**src/common/memsys_regs_pkg.sv**
```systemverilog
/*
  Shared constants for the memory-subsystem status and access register slice:
  register byte offsets, field positions, reset values and interrupt bit layout.
  Assumes a 32-bit APB register bus with one aligned word per register.
*/
package memsys_regs_pkg;
  // register byte offsets
  localparam logic [11:0] OFS_DMA_ERR_ADDR = 12'h000;
  localparam logic [11:0] OFS_AHB_ERR_ADDR = 12'h004;
  localparam logic [11:0] OFS_BUF_EMPTY = 12'h008;
  localparam logic [11:0] OFS_BUF_OFF_DONE = 12'h00c;
  localparam logic [11:0] OFS_SRAM0_CNT = 12'h010;
  localparam logic [11:0] OFS_SRAM1_CNT = 12'h014;
  localparam logic [11:0] OFS_SRAM0_LOC = 12'h018;
  localparam logic [11:0] OFS_SRAM1_LOC = 12'h01c;
  localparam logic [11:0] OFS_PERM_M45F = 12'h020;
  localparam logic [11:0] OFS_PERM_M37 = 12'h024;
  localparam logic [11:0] OFS_PERM_M9 = 12'h028;
  localparam logic [11:0] OFS_IRQ_STATUS = 12'h02c;
  localparam logic [11:0] OFS_IRQ_ENABLE = 12'h030;
  localparam logic [11:0] OFS_IRQ_CLEAR = 12'h034;
  // field positions
  localparam int TAG_W = 28;
  localparam int CNT_W = 16;
  localparam int LOC_W = 13;
  localparam int LOC_DBL_LSB = 13;
  localparam int NUM_SLAVES = 5;
  localparam int PERM_W = 2 * NUM_SLAVES;
  localparam int BUF_DMA_RD = 5;
  localparam int BUF_DMA_WR = 4;
  localparam int BUF_AHB_RD = 3;
  localparam int BUF_AHB_WR = 2;
  // reset values
  localparam logic [PERM_W-1:0] PERM_RESET = 10'h3ff;
  // interrupt status bits
  localparam int IRQ_W = 6;
  localparam int IRQ_DMA_FLUSH = 0;
  localparam int IRQ_AHB_FLUSH = 1;
  localparam int IRQ_SRAM0_SGL = 2;
  localparam int IRQ_SRAM0_DBL = 3;
  localparam int IRQ_SRAM1_SGL = 4;
  localparam int IRQ_SRAM1_DBL = 5;
endpackage

```
**src/core/memsys_status_and_access_regs.sv**
```systemverilog
/*
  Memory-subsystem status and access register slice: flush error address capture,
  bridge buffer empty and disable-done status, saturating ECC counters and
  locations for two SRAM banks, and per-master slave permission checks.
  Assumes event inputs are single-cycle pulses in the CLK domain from the bridge
  and SRAM logic, and an APB master on the same clock.
*/
// Design decisions made here: the address map and the APB slave port.
`timescale 1ns/1ps
// What this block does
// [RQ1] DMA flush error response loads its tag-derived address into DMA error register.
// [RQ2] DMA address: 16-byte tag in 31:4; 32-byte tag 27:1 in 31:5; low bits zero.
// [RQ3] AHB flush error response loads its tag-derived address into AHB error register.
// [RQ4] AHB error address uses the same packing as the DMA one.
// [RQ5] Empty status bit 5 is DMA read buffer, bit 4 DMA write buffer.
// [RQ6] Empty status bit 3 is AHB read buffer, bit 2 AHB write buffer.
// [RQ7] DMA read/write disable done sets bit 5 or bit 4 once disabled.
// [RQ8] AHB read/write disable done sets bit 3 or bit 2 once disabled.
// [RQ9] SRAM bank 0 counts double errors in 31:16, single in 15:0.
// [RQ10] Each ECC counter saturates at all ones and never wraps.
// [RQ11] SRAM bank 1 keeps the same pair of saturating counters.
// [RQ12] SRAM bank 0 stores double error address 25:13, single 12:0.
// [RQ13] SRAM bank 1 stores double error address 25:13, single 12:0.
// [RQ14] Permission bits: odd write-allow, even read-allow, slaves 0,1,2,3,6 in 9:0.
// [RQ15] Masters 4, 5 and fabric port blocked per their permission register.
// [RQ16] Masters 3 and 7 blocked per their shared permission register.
// [RQ17] Master 9 blocked per its own permission register.
// [RQ18] Each new error event overwrites the previously captured address.
// [RQ19] Status registers read-only, writes ignored; permission registers read-write.
module memsys_status_and_access_regs
  import memsys_regs_pkg::*;
#(
  parameter int ADDR_W = 12 // apb address width
) (
  input wire logic CLK, // system clock, 50 MHz
  input wire logic RST_B, // synchronous reset, active low
  input wire logic PSEL, // apb select
  input wire logic PENABLE, // apb access phase
  input wire logic PWRITE, // apb direction, high for write
  input wire logic [ADDR_W-1:0] PADDR, // apb byte address
  input wire logic [31:0] PWDATA, // apb write data
  output logic [31:0] PRDATA, // apb read data
  output logic PREADY, // apb ready
  output logic PSLVERR, // apb error on unmapped address
  input wire logic DMA_FLUSH_ERR, // pulse: dma write buffer flush got error response
  input wire logic DMA_BUF_32B, // dma buffer is 32 bytes, else 16
  input wire logic [TAG_W-1:0] DMA_FLUSH_TAG, // tag of failing dma flush
  input wire logic AHB_FLUSH_ERR, // pulse: ahb write buffer flush got error response
  input wire logic AHB_BUF_32B, // ahb buffer is 32 bytes, else 16
  input wire logic [TAG_W-1:0] AHB_FLUSH_TAG, // tag of failing ahb flush
  input wire logic [3:0] BUF_EMPTY, // level: dma rd, dma wr, ahb rd, ahb wr empty
  input wire logic [3:0] BUF_OFF_DONE, // level: same order, buffer disabled
  input wire logic [1:0] SRAM_SGL_ERR, // pulse per bank: single-bit error
  input wire logic [1:0] SRAM_DBL_ERR, // pulse per bank: double-bit error
  input wire logic [LOC_W-1:0] SRAM0_ERR_ADDR, // bank 0 failing address
  input wire logic [LOC_W-1:0] SRAM1_ERR_ADDR, // bank 1 failing address
  input wire logic [2:0] ACC_GROUP, // requesting master: 0 m4/m5/fabric, 1 m3/m7, 2 m9
  input wire logic [2:0] ACC_SLAVE, // target slave number 0,1,2,3 or 6
  input wire logic ACC_WRITE, // request direction, high for write
  output logic ACC_ALLOW, // registered: request is allowed
  output logic IRQ // level interrupt
);

  // permission bits of each group reach the grant logic directly
  logic [PERM_W-1:0] perm_m45f;
  logic [PERM_W-1:0] perm_m37;
  logic [PERM_W-1:0] perm_m9;
  logic [31:0] dma_err_addr_field;
  logic [31:0] ahb_err_addr_field;
  logic [3:0] buf_empty_q;
  logic [3:0] buf_off_q;
  logic [CNT_W-1:0] sram0_single_err_count;
  logic [CNT_W-1:0] sram0_double_err_count;
  logic [CNT_W-1:0] sram1_single_err_count;
  logic [CNT_W-1:0] sram1_double_err_count;
  logic [LOC_W-1:0] sram0_single_err_addr;
  logic [LOC_W-1:0] sram0_double_err_addr;
  logic [LOC_W-1:0] sram1_single_err_addr;
  logic [LOC_W-1:0] sram1_double_err_addr;
  logic [IRQ_W-1:0] irq_status;
  logic [IRQ_W-1:0] irq_enable;

  // apb decode: single-cycle access, ready high in every access phase
  wire access = PSEL & PENABLE;
  wire wr = access & PWRITE;
  wire rd = access & ~PWRITE;
  wire [11:0] ofs = 12'(PADDR);
  wire wr_m45f = wr & (ofs == OFS_PERM_M45F);
  wire wr_m37 = wr & (ofs == OFS_PERM_M37);
  wire wr_m9 = wr & (ofs == OFS_PERM_M9);
  wire wr_irq_en = wr & (ofs == OFS_IRQ_ENABLE);
  wire wr_irq_clr = wr & (ofs == OFS_IRQ_CLEAR);

  // tag packing shared by both flush error captures
  function automatic logic [31:0] pack_tag(input logic [TAG_W-1:0] tag, input logic is32);
    pack_tag = is32 ? {tag[TAG_W-1:1], 5'h00} : {tag, 4'h0}; // RQ2 RQ4
  endfunction

  function automatic logic [CNT_W-1:0] sat_inc(input logic [CNT_W-1:0] c);
    sat_inc = (&c) ? c : c + 16'h0001; // RQ10
  endfunction

  wire [31:0] next_dma_addr = pack_tag(DMA_FLUSH_TAG, DMA_BUF_32B); // RQ2
  wire [31:0] next_ahb_addr = pack_tag(AHB_FLUSH_TAG, AHB_BUF_32B); // RQ4

  // external status levels come from another domain, two flops before use
  logic [3:0] empty_s1;
  logic [3:0] off_s1;
  always_ff @(posedge CLK) begin
    if (!RST_B) begin
      empty_s1 <= 4'h0;
      buf_empty_q <= 4'h0;
    end else begin
      empty_s1 <= BUF_EMPTY;
      buf_empty_q <= empty_s1; // RQ5 RQ6
    end
  end

  // disable-done levels; a done pulse shorter than one cycle may be missed
  always_ff @(posedge CLK) begin
    if (!RST_B) begin
      off_s1 <= 4'h0;
      buf_off_q <= 4'h0;
    end else begin
      off_s1 <= BUF_OFF_DONE;
      buf_off_q <= off_s1; // RQ7 RQ8
    end
  end

  // dma flush error address capture; newest event overwrites
  always_ff @(posedge CLK) begin
    if (!RST_B) begin
      dma_err_addr_field <= 32'h0;
    end else begin
      if (DMA_FLUSH_ERR) dma_err_addr_field <= next_dma_addr; // RQ1 RQ18
    end
  end

  // ahb flush error address capture; newest event overwrites
  always_ff @(posedge CLK) begin
    if (!RST_B) begin
      ahb_err_addr_field <= 32'h0;
    end else begin
      if (AHB_FLUSH_ERR) ahb_err_addr_field <= next_ahb_addr; // RQ3 RQ18
    end
  end

  // sram bank 0 single-bit count, one step per high cycle
  always_ff @(posedge CLK) begin
    if (!RST_B) begin
      sram0_single_err_count <= 16'h0;
    end else begin
      if (SRAM_SGL_ERR[0]) sram0_single_err_count <= sat_inc(sram0_single_err_count); // RQ9 RQ10
    end
  end

  // sram bank 0 double-bit count
  always_ff @(posedge CLK) begin
    if (!RST_B) begin
      sram0_double_err_count <= 16'h0;
    end else begin
      if (SRAM_DBL_ERR[0]) sram0_double_err_count <= sat_inc(sram0_double_err_count); // RQ9 RQ10
    end
  end

  // sram bank 0 single-bit location, newest wins
  always_ff @(posedge CLK) begin
    if (!RST_B) begin
      sram0_single_err_addr <= 13'h0;
    end else begin
      if (SRAM_SGL_ERR[0]) sram0_single_err_addr <= SRAM0_ERR_ADDR; // RQ12 RQ18
    end
  end

  // sram bank 0 double-bit location, newest wins
  always_ff @(posedge CLK) begin
    if (!RST_B) begin
      sram0_double_err_addr <= 13'h0;
    end else begin
      if (SRAM_DBL_ERR[0]) sram0_double_err_addr <= SRAM0_ERR_ADDR; // RQ12 RQ18
    end
  end

  // sram bank 1 single-bit count, one step per high cycle
  always_ff @(posedge CLK) begin
    if (!RST_B) begin
      sram1_single_err_count <= 16'h0;
    end else begin
      if (SRAM_SGL_ERR[1]) sram1_single_err_count <= sat_inc(sram1_single_err_count); // RQ11 RQ10
    end
  end

  // sram bank 1 double-bit count
  always_ff @(posedge CLK) begin
    if (!RST_B) begin
      sram1_double_err_count <= 16'h0;
    end else begin
      if (SRAM_DBL_ERR[1]) sram1_double_err_count <= sat_inc(sram1_double_err_count); // RQ11 RQ10
    end
  end

  // sram bank 1 single-bit location, newest wins
  always_ff @(posedge CLK) begin
    if (!RST_B) begin
      sram1_single_err_addr <= 13'h0;
    end else begin
      if (SRAM_SGL_ERR[1]) sram1_single_err_addr <= SRAM1_ERR_ADDR; // RQ13 RQ18
    end
  end

  // sram bank 1 double-bit location, newest wins
  always_ff @(posedge CLK) begin
    if (!RST_B) begin
      sram1_double_err_addr <= 13'h0;
    end else begin
      if (SRAM_DBL_ERR[1]) sram1_double_err_addr <= SRAM1_ERR_ADDR; // RQ13 RQ18
    end
  end

  // permission registers, software-writable like the interrupt enable and clear registers
  always_ff @(posedge CLK) begin
    if (!RST_B) begin
      perm_m45f <= PERM_RESET;
    end else begin
      if (wr_m45f) perm_m45f <= PWDATA[PERM_W-1:0]; // RQ19
    end
  end

  // masters 3 and 7 share one permission word
  always_ff @(posedge CLK) begin
    if (!RST_B) begin
      perm_m37 <= PERM_RESET;
    end else begin
      if (wr_m37) perm_m37 <= PWDATA[PERM_W-1:0]; // RQ19
    end
  end

  // master 9 permission word
  always_ff @(posedge CLK) begin
    if (!RST_B) begin
      perm_m9 <= PERM_RESET;
    end else begin
      if (wr_m9) perm_m9 <= PWDATA[PERM_W-1:0]; // RQ19
    end
  end

  // interrupt events; a new event wins over a clear in the same cycle
  wire [IRQ_W-1:0] irq_events = {SRAM_DBL_ERR[1], SRAM_SGL_ERR[1], SRAM_DBL_ERR[0],
                                 SRAM_SGL_ERR[0], AHB_FLUSH_ERR, DMA_FLUSH_ERR};
  wire [IRQ_W-1:0] irq_clr = wr_irq_clr ? PWDATA[IRQ_W-1:0] : '0;
  wire [IRQ_W-1:0] next_irq_status = (irq_status & ~irq_clr) | irq_events;
  wire [IRQ_W-1:0] next_irq_enable = wr_irq_en ? PWDATA[IRQ_W-1:0] : irq_enable;

  // sticky status bits
  always_ff @(posedge CLK) begin
    if (!RST_B) begin
      irq_status <= '0;
    end else begin
      irq_status <= next_irq_status;
    end
  end

  // interrupt enable mask
  always_ff @(posedge CLK) begin
    if (!RST_B) begin
      irq_enable <= '0;
    end else begin
      irq_enable <= next_irq_enable;
    end
  end

  // output from next values so the pin moves in step with the status it reflects
  always_ff @(posedge CLK) begin
    if (!RST_B) begin
      IRQ <= 1'b0;
    end else begin
      IRQ <= |(next_irq_status & next_irq_enable);
    end
  end

  // slave number to permission pair index; slave 6 sits in the top pair
  wire slave_ok = (ACC_SLAVE <= 3'd3) | (ACC_SLAVE == 3'd6);
  wire [2:0] pair = (ACC_SLAVE == 3'd6) ? 3'd4 : ACC_SLAVE;
  wire [PERM_W-1:0] grp_perm = (ACC_GROUP == 3'd0) ? perm_m45f : // RQ15
                               (ACC_GROUP == 3'd1) ? perm_m37 : // RQ16
                               (ACC_GROUP == 3'd2) ? perm_m9 : '0; // RQ17
  wire [3:0] bit_idx = {pair, ACC_WRITE}; // RQ14
  wire next_allow = slave_ok & grp_perm[bit_idx];

  // read select lines; reserved bits read zero, unmapped offsets flag an error
  wire sel_dma = (ofs == OFS_DMA_ERR_ADDR);
  wire sel_ahb = (ofs == OFS_AHB_ERR_ADDR);
  wire sel_empty = (ofs == OFS_BUF_EMPTY);
  wire sel_off = (ofs == OFS_BUF_OFF_DONE);
  wire sel_cnt0 = (ofs == OFS_SRAM0_CNT);
  wire sel_cnt1 = (ofs == OFS_SRAM1_CNT);
  wire sel_loc0 = (ofs == OFS_SRAM0_LOC);
  wire sel_loc1 = (ofs == OFS_SRAM1_LOC);
  wire sel_m45f = (ofs == OFS_PERM_M45F);
  wire sel_m37 = (ofs == OFS_PERM_M37);
  wire sel_m9 = (ofs == OFS_PERM_M9);
  wire sel_stat = (ofs == OFS_IRQ_STATUS);
  wire sel_en = (ofs == OFS_IRQ_ENABLE);
  wire sel_clr = (ofs == OFS_IRQ_CLEAR);
  wire rd_hit = sel_dma | sel_ahb | sel_empty | sel_off | sel_cnt0 | sel_cnt1 | sel_loc0 | sel_loc1 |
                sel_m45f | sel_m37 | sel_m9 | sel_stat | sel_en | sel_clr;
  // and-or read mux; the clear register reads zero, so it has no term
  wire [31:0] rd_mux = ({32{sel_dma}} & dma_err_addr_field) |
                       ({32{sel_ahb}} & ahb_err_addr_field) |
                       ({32{sel_empty}} & {26'h0, buf_empty_q, 2'h0}) |
                       ({32{sel_off}} & {26'h0, buf_off_q, 2'h0}) |
                       ({32{sel_cnt0}} & {sram0_double_err_count, sram0_single_err_count}) |
                       ({32{sel_cnt1}} & {sram1_double_err_count, sram1_single_err_count}) |
                       ({32{sel_loc0}} & {6'h0, sram0_double_err_addr, sram0_single_err_addr}) |
                       ({32{sel_loc1}} & {6'h0, sram1_double_err_addr, sram1_single_err_addr}) |
                       ({32{sel_m45f}} & {22'h0, perm_m45f}) |
                       ({32{sel_m37}} & {22'h0, perm_m37}) |
                       ({32{sel_m9}} & {22'h0, perm_m9}) |
                       ({32{sel_stat}} & {26'h0, irq_status}) |
                       ({32{sel_en}} & {26'h0, irq_enable});

  // writes to read-only offsets are ignored without error
  wire next_ready = PSEL & ~PENABLE;

  // ready answers in the first access cycle, so no wait states
  always_ff @(posedge CLK) begin
    if (!RST_B) begin
      PREADY <= 1'b0;
    end else begin
      PREADY <= next_ready;
    end
  end

  // error pulse stands beside ready for unmapped offsets
  always_ff @(posedge CLK) begin
    if (!RST_B) begin
      PSLVERR <= 1'b0;
    end else begin
      PSLVERR <= next_ready & ~rd_hit;
    end
  end

  // read data stands only with ready, zero otherwise
  always_ff @(posedge CLK) begin
    if (!RST_B) begin
      PRDATA <= 32'h0;
    end else begin
      PRDATA <= (next_ready & ~PWRITE) ? rd_mux : 32'h0;
    end
  end

  // access verdict, one cycle behind the request inputs
  always_ff @(posedge CLK) begin
    if (!RST_B) begin
      ACC_ALLOW <= 1'b0;
    end else begin
      ACC_ALLOW <= next_allow; // RQ15 RQ16 RQ17
    end
  end

endmodule

```
**config.mk**
```make
export PLATFORM = sky130hd
export DESIGN_NAME = memsys_status_and_access_regs
export DESIGN_NICKNAME = d
export VERILOG_FILES = /design/src/common/memsys_regs_pkg.sv /design/src/core/memsys_status_and_access_regs.sv
export SDC_FILE = /design/constraint.sdc
export NUM_CORES = 1
export LEC_CHECK = 0
export BUFFER_PORTS_ARGS = -buffer_cell sky130_fd_sc_hd__buf_2
export CORE_ASPECT_RATIO = 0.7
export CORE_MARGIN = 3
export CORE_UTILIZATION = 50
export DETAILED_ROUTE_END_ITERATION = 10
export GPL_ROUTABILITY_DRIVEN = 0
export GPL_TIMING_DRIVEN = 0
export HOLD_SLACK_MARGIN = 0.02
export PLACE_DENSITY = 0.79
export SKIP_LAST_GASP = 1
export SLEW_MARGIN = 20
export SYNTH_ARGS = -nofsm -noshare
export SYNTH_HDL_FRONTEND = slang
export SYNTH_SLANG_ARGS = --single-unit
```
**constraint.sdc**
```tcl
create_clock -name CLK -period 3.2 [get_ports CLK]
set_input_delay 0.32 -clock CLK [delete_from_list [all_inputs] [get_ports CLK]]
set_output_delay 0.32 -clock CLK [all_outputs]
set_load 0.02 [all_outputs]
```
=== Yosys cells after proc, flatten, opt, wreduce, memory -nomap -nowiden ===
Cells that the tools add are included.

* Bits of input ports: 154
* Register bits: 274
* Logic and storage cells: 129

* $lt $le $gt $ge: 2
* Equal/unequal tests: 16
* Add/subtract/negate cells: 4
* Mux-type cells: 10
* Bitwise operators: 61
* Reductions and logical operators: 12

{| class="wikitable"
|+ Operators with widths
! operator !! number
|-
| $or 32x32->32 || 12
|-
| $and 32x32->32 || 4
|-
| $and 32x6->32 || 4
|-
| $and 32x10->32 || 3
|-
| $eq 12x6->1 const B || 6
|-
| $add 16x1->16 const B || 4
|-
| $and 32x26->32 || 2
|-
| $reduce_and 16->1 || 4
|-
| $eq 12x5->1 const B || 4
|-
| $mux 10 || 3
|-
| $eq 12x4->1 const B || 2
|-
| $or 1x1->1 || 14
|-
| $and 6x6->6 || 2
|-
| $eq 12x3->1 const B || 1
|-
| $logic_not 12->1 || 1
|-
| $mux 6 || 2
|-
| $and 1x1->1 || 11
|-
| $mux 5 || 2
|-
| $reduce_and 2->1 || 5
|-
| $not 1->1 || 7
|-
| $not 6->6 || 1
|-
| $or 6x6->6 || 1
|-
| $reduce_or 6->1 || 1
|-
| $lt 4x5->1 const B || 1
|-
| other kinds (8) || 8
|}

=== Depth between registers and ports, before layout ===
* Word-level depth: 16
* Mapped depth: 9

=== Least setup slack after synthesis ===
Ideal clock, no wire load.

* Kind: input to register
* Start point: in PADDR[2]
* End point: reg IRQ
* Library setup time: 120 ps
* Slack: 968 ps
* Data required time: 3080 ps
* Cell stages on the path: 7
* Data arrival time: 2112 ps
* Buffers on the path: 1
* Path through: buf_2 > or4b_2 > nor4_4 > nand2_1 > a21oi_1 > o22ai_1 > o31a_1

* Word-level cells in the longest chain between the ends: 8
* Elaborated cells between the ends (all ways): 11
* Classes of those cells: eq/ne: 2; mux: 2; bitwise: 6; reduce/logical: 1

{| class="wikitable"
|+ Ends and longest elaborated chain
! element !! RTL line !! text
|-
| start: declaration || memsys_status_and_access_regs.sv:40 || <nowiki>input wire logic [ADDR_W-1:0] PADDR,</nowiki>
|-
| $eq 12x6->1 || memsys_status_and_access_regs.sv:92 || <nowiki>wire wr_irq_clr = wr & (ofs == OFS_IRQ_CLEAR);</nowiki>
|-
| $and 1x1->1 || memsys_status_and_access_regs.sv:92 ||
|-
| $mux 6 || memsys_status_and_access_regs.sv:250 || <nowiki>wire [IRQ_W-1:0] irq_clr = wr_irq_clr ? PWDATA[IRQ_W-1:0] : '0;</nowiki>
|-
| $not 6->6 || memsys_status_and_access_regs.sv:251 || <nowiki>wire [IRQ_W-1:0] next_irq_status = (irq_status & ~irq_clr) | irq_events;</nowiki>
|-
| $and 6x6->6 || memsys_status_and_access_regs.sv:251 ||
|-
| $or 6x6->6 || memsys_status_and_access_regs.sv:251 ||
|-
| $and 6x6->6 (*) || memsys_status_and_access_regs.sv:277 || <nowiki>IRQ <= |(next_irq_status & next_irq_enable);</nowiki>
|-
| $reduce_or 6->1 (*) || memsys_status_and_access_regs.sv:277 ||
|-
| end signal: assignment || memsys_status_and_access_regs.sv:277 ||
|-
| end: declaration || memsys_status_and_access_regs.sv:61 || <nowiki>output logic IRQ</nowiki>
|}

Mark *: on every way between the ends. The rest lies on a longest branch, timed or not.
A chain may end at the register's enable or synchronous reset.

=== Worst setup path in the final report ===
* Start point: in PADDR[7]
* End point: reg PRDATA[16]

* Word-level cells in the longest chain between the ends: 14
* Elaborated cells between the ends (all ways): 38
* Classes of those cells: eq/ne: 12; bitwise: 25; reduce/logical: 1

{| class="wikitable"
|+ Ends and longest elaborated chain
! element !! RTL line !! text
|-
| $eq 12x3->1 / $logic_not 12->1 (equally long branches) || memsys_status_and_access_regs.sv:292, memsys_status_and_access_regs.sv:291 ||
|-
| $and 32x32->32 (on tied branches) || memsys_status_and_access_regs.sv:309, memsys_status_and_access_regs.sv:308 ||
|-
| $or 32x32->32 || memsys_status_and_access_regs.sv:308 || <nowiki>wire [31:0] rd_mux = ({32{sel_dma}} & dma_err_addr_field) |</nowiki>
|-
| $or 32x32->32 || memsys_status_and_access_regs.sv:309 || <nowiki>({32{sel_ahb}} & ahb_err_addr_field) |</nowiki>
|-
| $or 32x32->32 || memsys_status_and_access_regs.sv:310 || <nowiki>({32{sel_empty}} & {26'h0, buf_empty_q, 2'h0}) |</nowiki>
|-
| $or 32x32->32 || memsys_status_and_access_regs.sv:311 || <nowiki>({32{sel_off}} & {26'h0, buf_off_q, 2'h0}) |</nowiki>
|-
| $or 32x32->32 || memsys_status_and_access_regs.sv:312 || <nowiki>({32{sel_cnt0}} & {sram0_double_err_count, sram0_single_err_count}) |</nowiki>
|-
| $or 32x32->32 || memsys_status_and_access_regs.sv:313 || <nowiki>({32{sel_cnt1}} & {sram1_double_err_count, sram1_single_err_count}) |</nowiki>
|-
| $or 32x32->32 || memsys_status_and_access_regs.sv:314 || <nowiki>({32{sel_loc0}} & {6'h0, sram0_double_err_addr, sram0_single_err_addr}) |</nowiki>
|-
| $or 32x32->32 || memsys_status_and_access_regs.sv:315 || <nowiki>({32{sel_loc1}} & {6'h0, sram1_double_err_addr, sram1_single_err_addr}) |</nowiki>
|-
| $or 32x32->32 || memsys_status_and_access_regs.sv:316 || <nowiki>({32{sel_m45f}} & {22'h0, perm_m45f}) |</nowiki>
|-
| $or 32x32->32 || memsys_status_and_access_regs.sv:317 || <nowiki>({32{sel_m37}} & {22'h0, perm_m37}) |</nowiki>
|-
| $or 32x32->32 || memsys_status_and_access_regs.sv:318 || <nowiki>({32{sel_m9}} & {22'h0, perm_m9}) |</nowiki>
|-
| $or 32x32->32 (*) || memsys_status_and_access_regs.sv:319 || <nowiki>({32{sel_stat}} & {26'h0, irq_status}) |</nowiki>
|-
| end signal: assignment || memsys_status_and_access_regs.sv:348 || <nowiki>PRDATA <= (next_ready & ~PWRITE) ? rd_mux : 32'h0;</nowiki>
|-
| end: declaration || memsys_status_and_access_regs.sv:42 || <nowiki>output logic [31:0] PRDATA,</nowiki>
|}

Marked as above.

==> reports/summary.txt <==
Slew Limit Headroom: 27.0%
Endpoints failing hold: 0
Setup crit end kind: flop
RSZ-0062 raised after global routing: no
# DRC: 0
Full die area: 25600 um2
Fmax achieved: 395 MHz
WP data required: 3.65 ns
Final Power: 7.43 mW
Worst Path Arrival: 2.98 ns
Critical Path Source Type: input port
Critical Path Fanout Max: 10
Worst Skew: 0.0261 ns
CTS Sinks: 266
NumNets Final: 1590
Largest net degree at the start of global routing: 16
Syn_nets: 1397
Initial Utilization: 51.5%
Post-CTS sizing: 0
Vias in the first global route: 9905
Tcrit/Tclk final: 79.0%
Hold Crit Class: in2reg
Actual slew at the worst max-slew pin: 1.09 ns
Max clock buf depth: 3
Synth top area share: 45.0%
DR iter-0 viols: 1527
Final setup margin: 0.671 ns
# setup viols final: 0
Max-cap violations: 0
Setup_tns: 0 ns
Die Y: 135 um
Internal Power: 5.68 mW
Clock Pin Slew Worst Setup and Hold Paths: 0.07 ns
Antenna Violating Nets Remaining: 0
Clock power share: 45.1%
Post-synth EDFFs: 0
Critical path class: in2reg
Netlist Area Pre-Place: 11800 um2
#FFs+latches synth: 266
Status: complete, no violations
Most frequent cells in the layout: dfxtp_1 (266), buf_2 (164), mux2i_1 (158), nor2b_1 (131), nand2_1 (118)
Area delta synth->final: 18.7%
Sequential-to-total area share from yosys stat: 45.0%
Top_reg_cell synth: dfxtp_1
Share of cells above drive strength 1: 16.3%
Initial antenna violation count: 1
Minimum clock period: 2.53 ns
Lkg Pwr: 5.93 nW
CTS tree: yes
# H-tree levels: 1
Total GRT Usage: 28.5%
Total CTS buffers: 26
Final Max Slew Viols: 0
Post-synth cell types: 60
Top cell type by total area after synthesis: dfxtp_1
DP Worst Slack: 0.291 ns
Port buffer count: 157
Pre-antenna DRT Iters: 6
Warnings, synthesis: 0
Asr flop ratio synth: 0%
Grt total ovfl: 0
Net Sw Frac: 23.6%
Clk Latency, worst-skew pair: 0.54 ns
Pwr/cell area: 529 nW/um2
Leading post-synthesis cells by cell area: dfxtp_1 (45%), mux2i_1 (13%), nor2b_1 (6.9%), nand2_1 (3.7%), and2_1 (3.6%)
First-pass GRT wire length: 56900 um
Via count: 10335
Clock root buffer: clkbuf_16
Top-level port count: 190
Syn Area/Cell: 9.55 um2
Final WL: 37600 um
Utilization after layout: 61.2%
Peak VDD IR: 0.410 mV
Cells after Synth: 1239
Row count: 46
Die width: 190 um
Final HPWL DP: 28400 um
Combinational power share: 7.8%
Psw: 1.76 mW
Commonest non-fill, non-tap cell in the layout: dfxtp_1
Register share of total power: 47.1%
Via/cell ratio: 5.85
Core Area: 23000 um2
Drt wl/cell: 21.3 um
==> synthesized netlist by cell type, types with 6 or more instances <==
master,number
nand4_1,18
a21oi_1,44
nor2b_1,131
and3_1,21
nand2_1,118
mux2i_1,158
and2_1,69
a221oi_1,8
mux2_2,11
a22oi_1,22
a21boi_0,7
or3_1,11
dfxtp_1,266
nor2_1,36
o21ai_0,25
xor2_1,35
nand2b_1,6
nand3_1,40
buf_1,12
buf_2,7
nor3_1,10
a222oi_1,25
clkbuf_1,57
and4_1,10
xnor2_1,19
==> routing by layer <==
metal / share of wire, % / vias to the layer above / GRT usage, %
met4: 3.6 / 4 / 8.99
met3: 14 / 103 / 9.76
met1: 44 / 4833 / 41.3
met2: 39 / 621 / 39.7
met5: 0.17 / - / 1.54
li1: - / 4774 / -
==> power by group through the flow <==
stage	logic (mW)	registers (mW)	clock network (mW)
global placement	0.538	3.57	0
floorplan	0.336	3.54	0
CTS	0.565	3.49	3.36
global route	0.620	3.51	3.49
finish	0.578	3.50	3.36
detailed placement	0.553	3.57	0
==> registers in the layout, indices dropped and copies added (netlist names), 16 cells and up <==
name / count
PRDATA: 32
ahb_err_addr_field: 28
dma_err_addr_field: 28
sram0_double_err_count: 16
sram0_single_err_count: 16
sram1_double_err_count: 16
sram1_single_err_count: 16
==> layout make-up <==
class | instances | area, um2
Timing Repair Buffer | 165 | 866
Fill cell | 1872 | 8920
Antenna cell | 3 | 7.51
Clock inverter | 14 | 221
Clock buffer | 34 | 721
Multi-Input combinational cell | 889 | 6170
Tap cell | 312 | 390
Inverter | 5 | 18.8
Buffer | 79 | 328
Sequential cell | 266 | 5330
==> worst max-delay path, stage by stage <==
cell and delay [ns]:
buf_2 0.09, or4_4 0.58, nor3_2 0.46, nand2_1 0.30, nor2_1 0.32, clkbuf_1 0.45
a222oi_1 0.22, a21oi_1 0.23
==> through the flow <==
stage,hold slack [ns],std cells,instance area [um2]
floorplan,0.412,1239,11800
CTS,0.0221,1764,14000
global placement,0.414,1708,13000
finish,0.0244,1767,14000
detailed placement,0.417,1708,13000
global route,0.0290,1764,14000
==> cell families after synthesis <==
family / after synthesis / share of synthesized area (%)
compound gates: 161 / 9.46
mux: 170 / 14.6
fa+ha+maj: 4 / 0.423
xor+xnor: 54 / 4.00
simple gates: 500 / 23.6
flops: 266 / 45.0
buf+inv: 84 / 2.93
==> final timing paths <==
| kind | start | to | slack (ns) | depth (start not counted) |
|---|---|---|---|---|
| worst max register to register | sram1_single_err_count[0] | sram1_single_err_count[11] | 0.91 | 7 |
| worst max-delay path | PADDR[7] | PRDATA[16] | 0.67 | 8 |
| worst min register to register | empty_s1[1] | buf_empty_q[1] | 0.43 | 1 |
| worst min-delay path | BUF_EMPTY[1] | empty_s1[1] | 0.02 | 2 |
==> repair_timing <==
item | 4_1_cts | 5_1_grt
setup buffers | 0 | 0
setup endpoints to repair | 0 | 0
endpoints found under the hold margin | 8 | 0
hold buffers | 8 | 0
No activity file was read; power rests on OpenSTA's default activity.
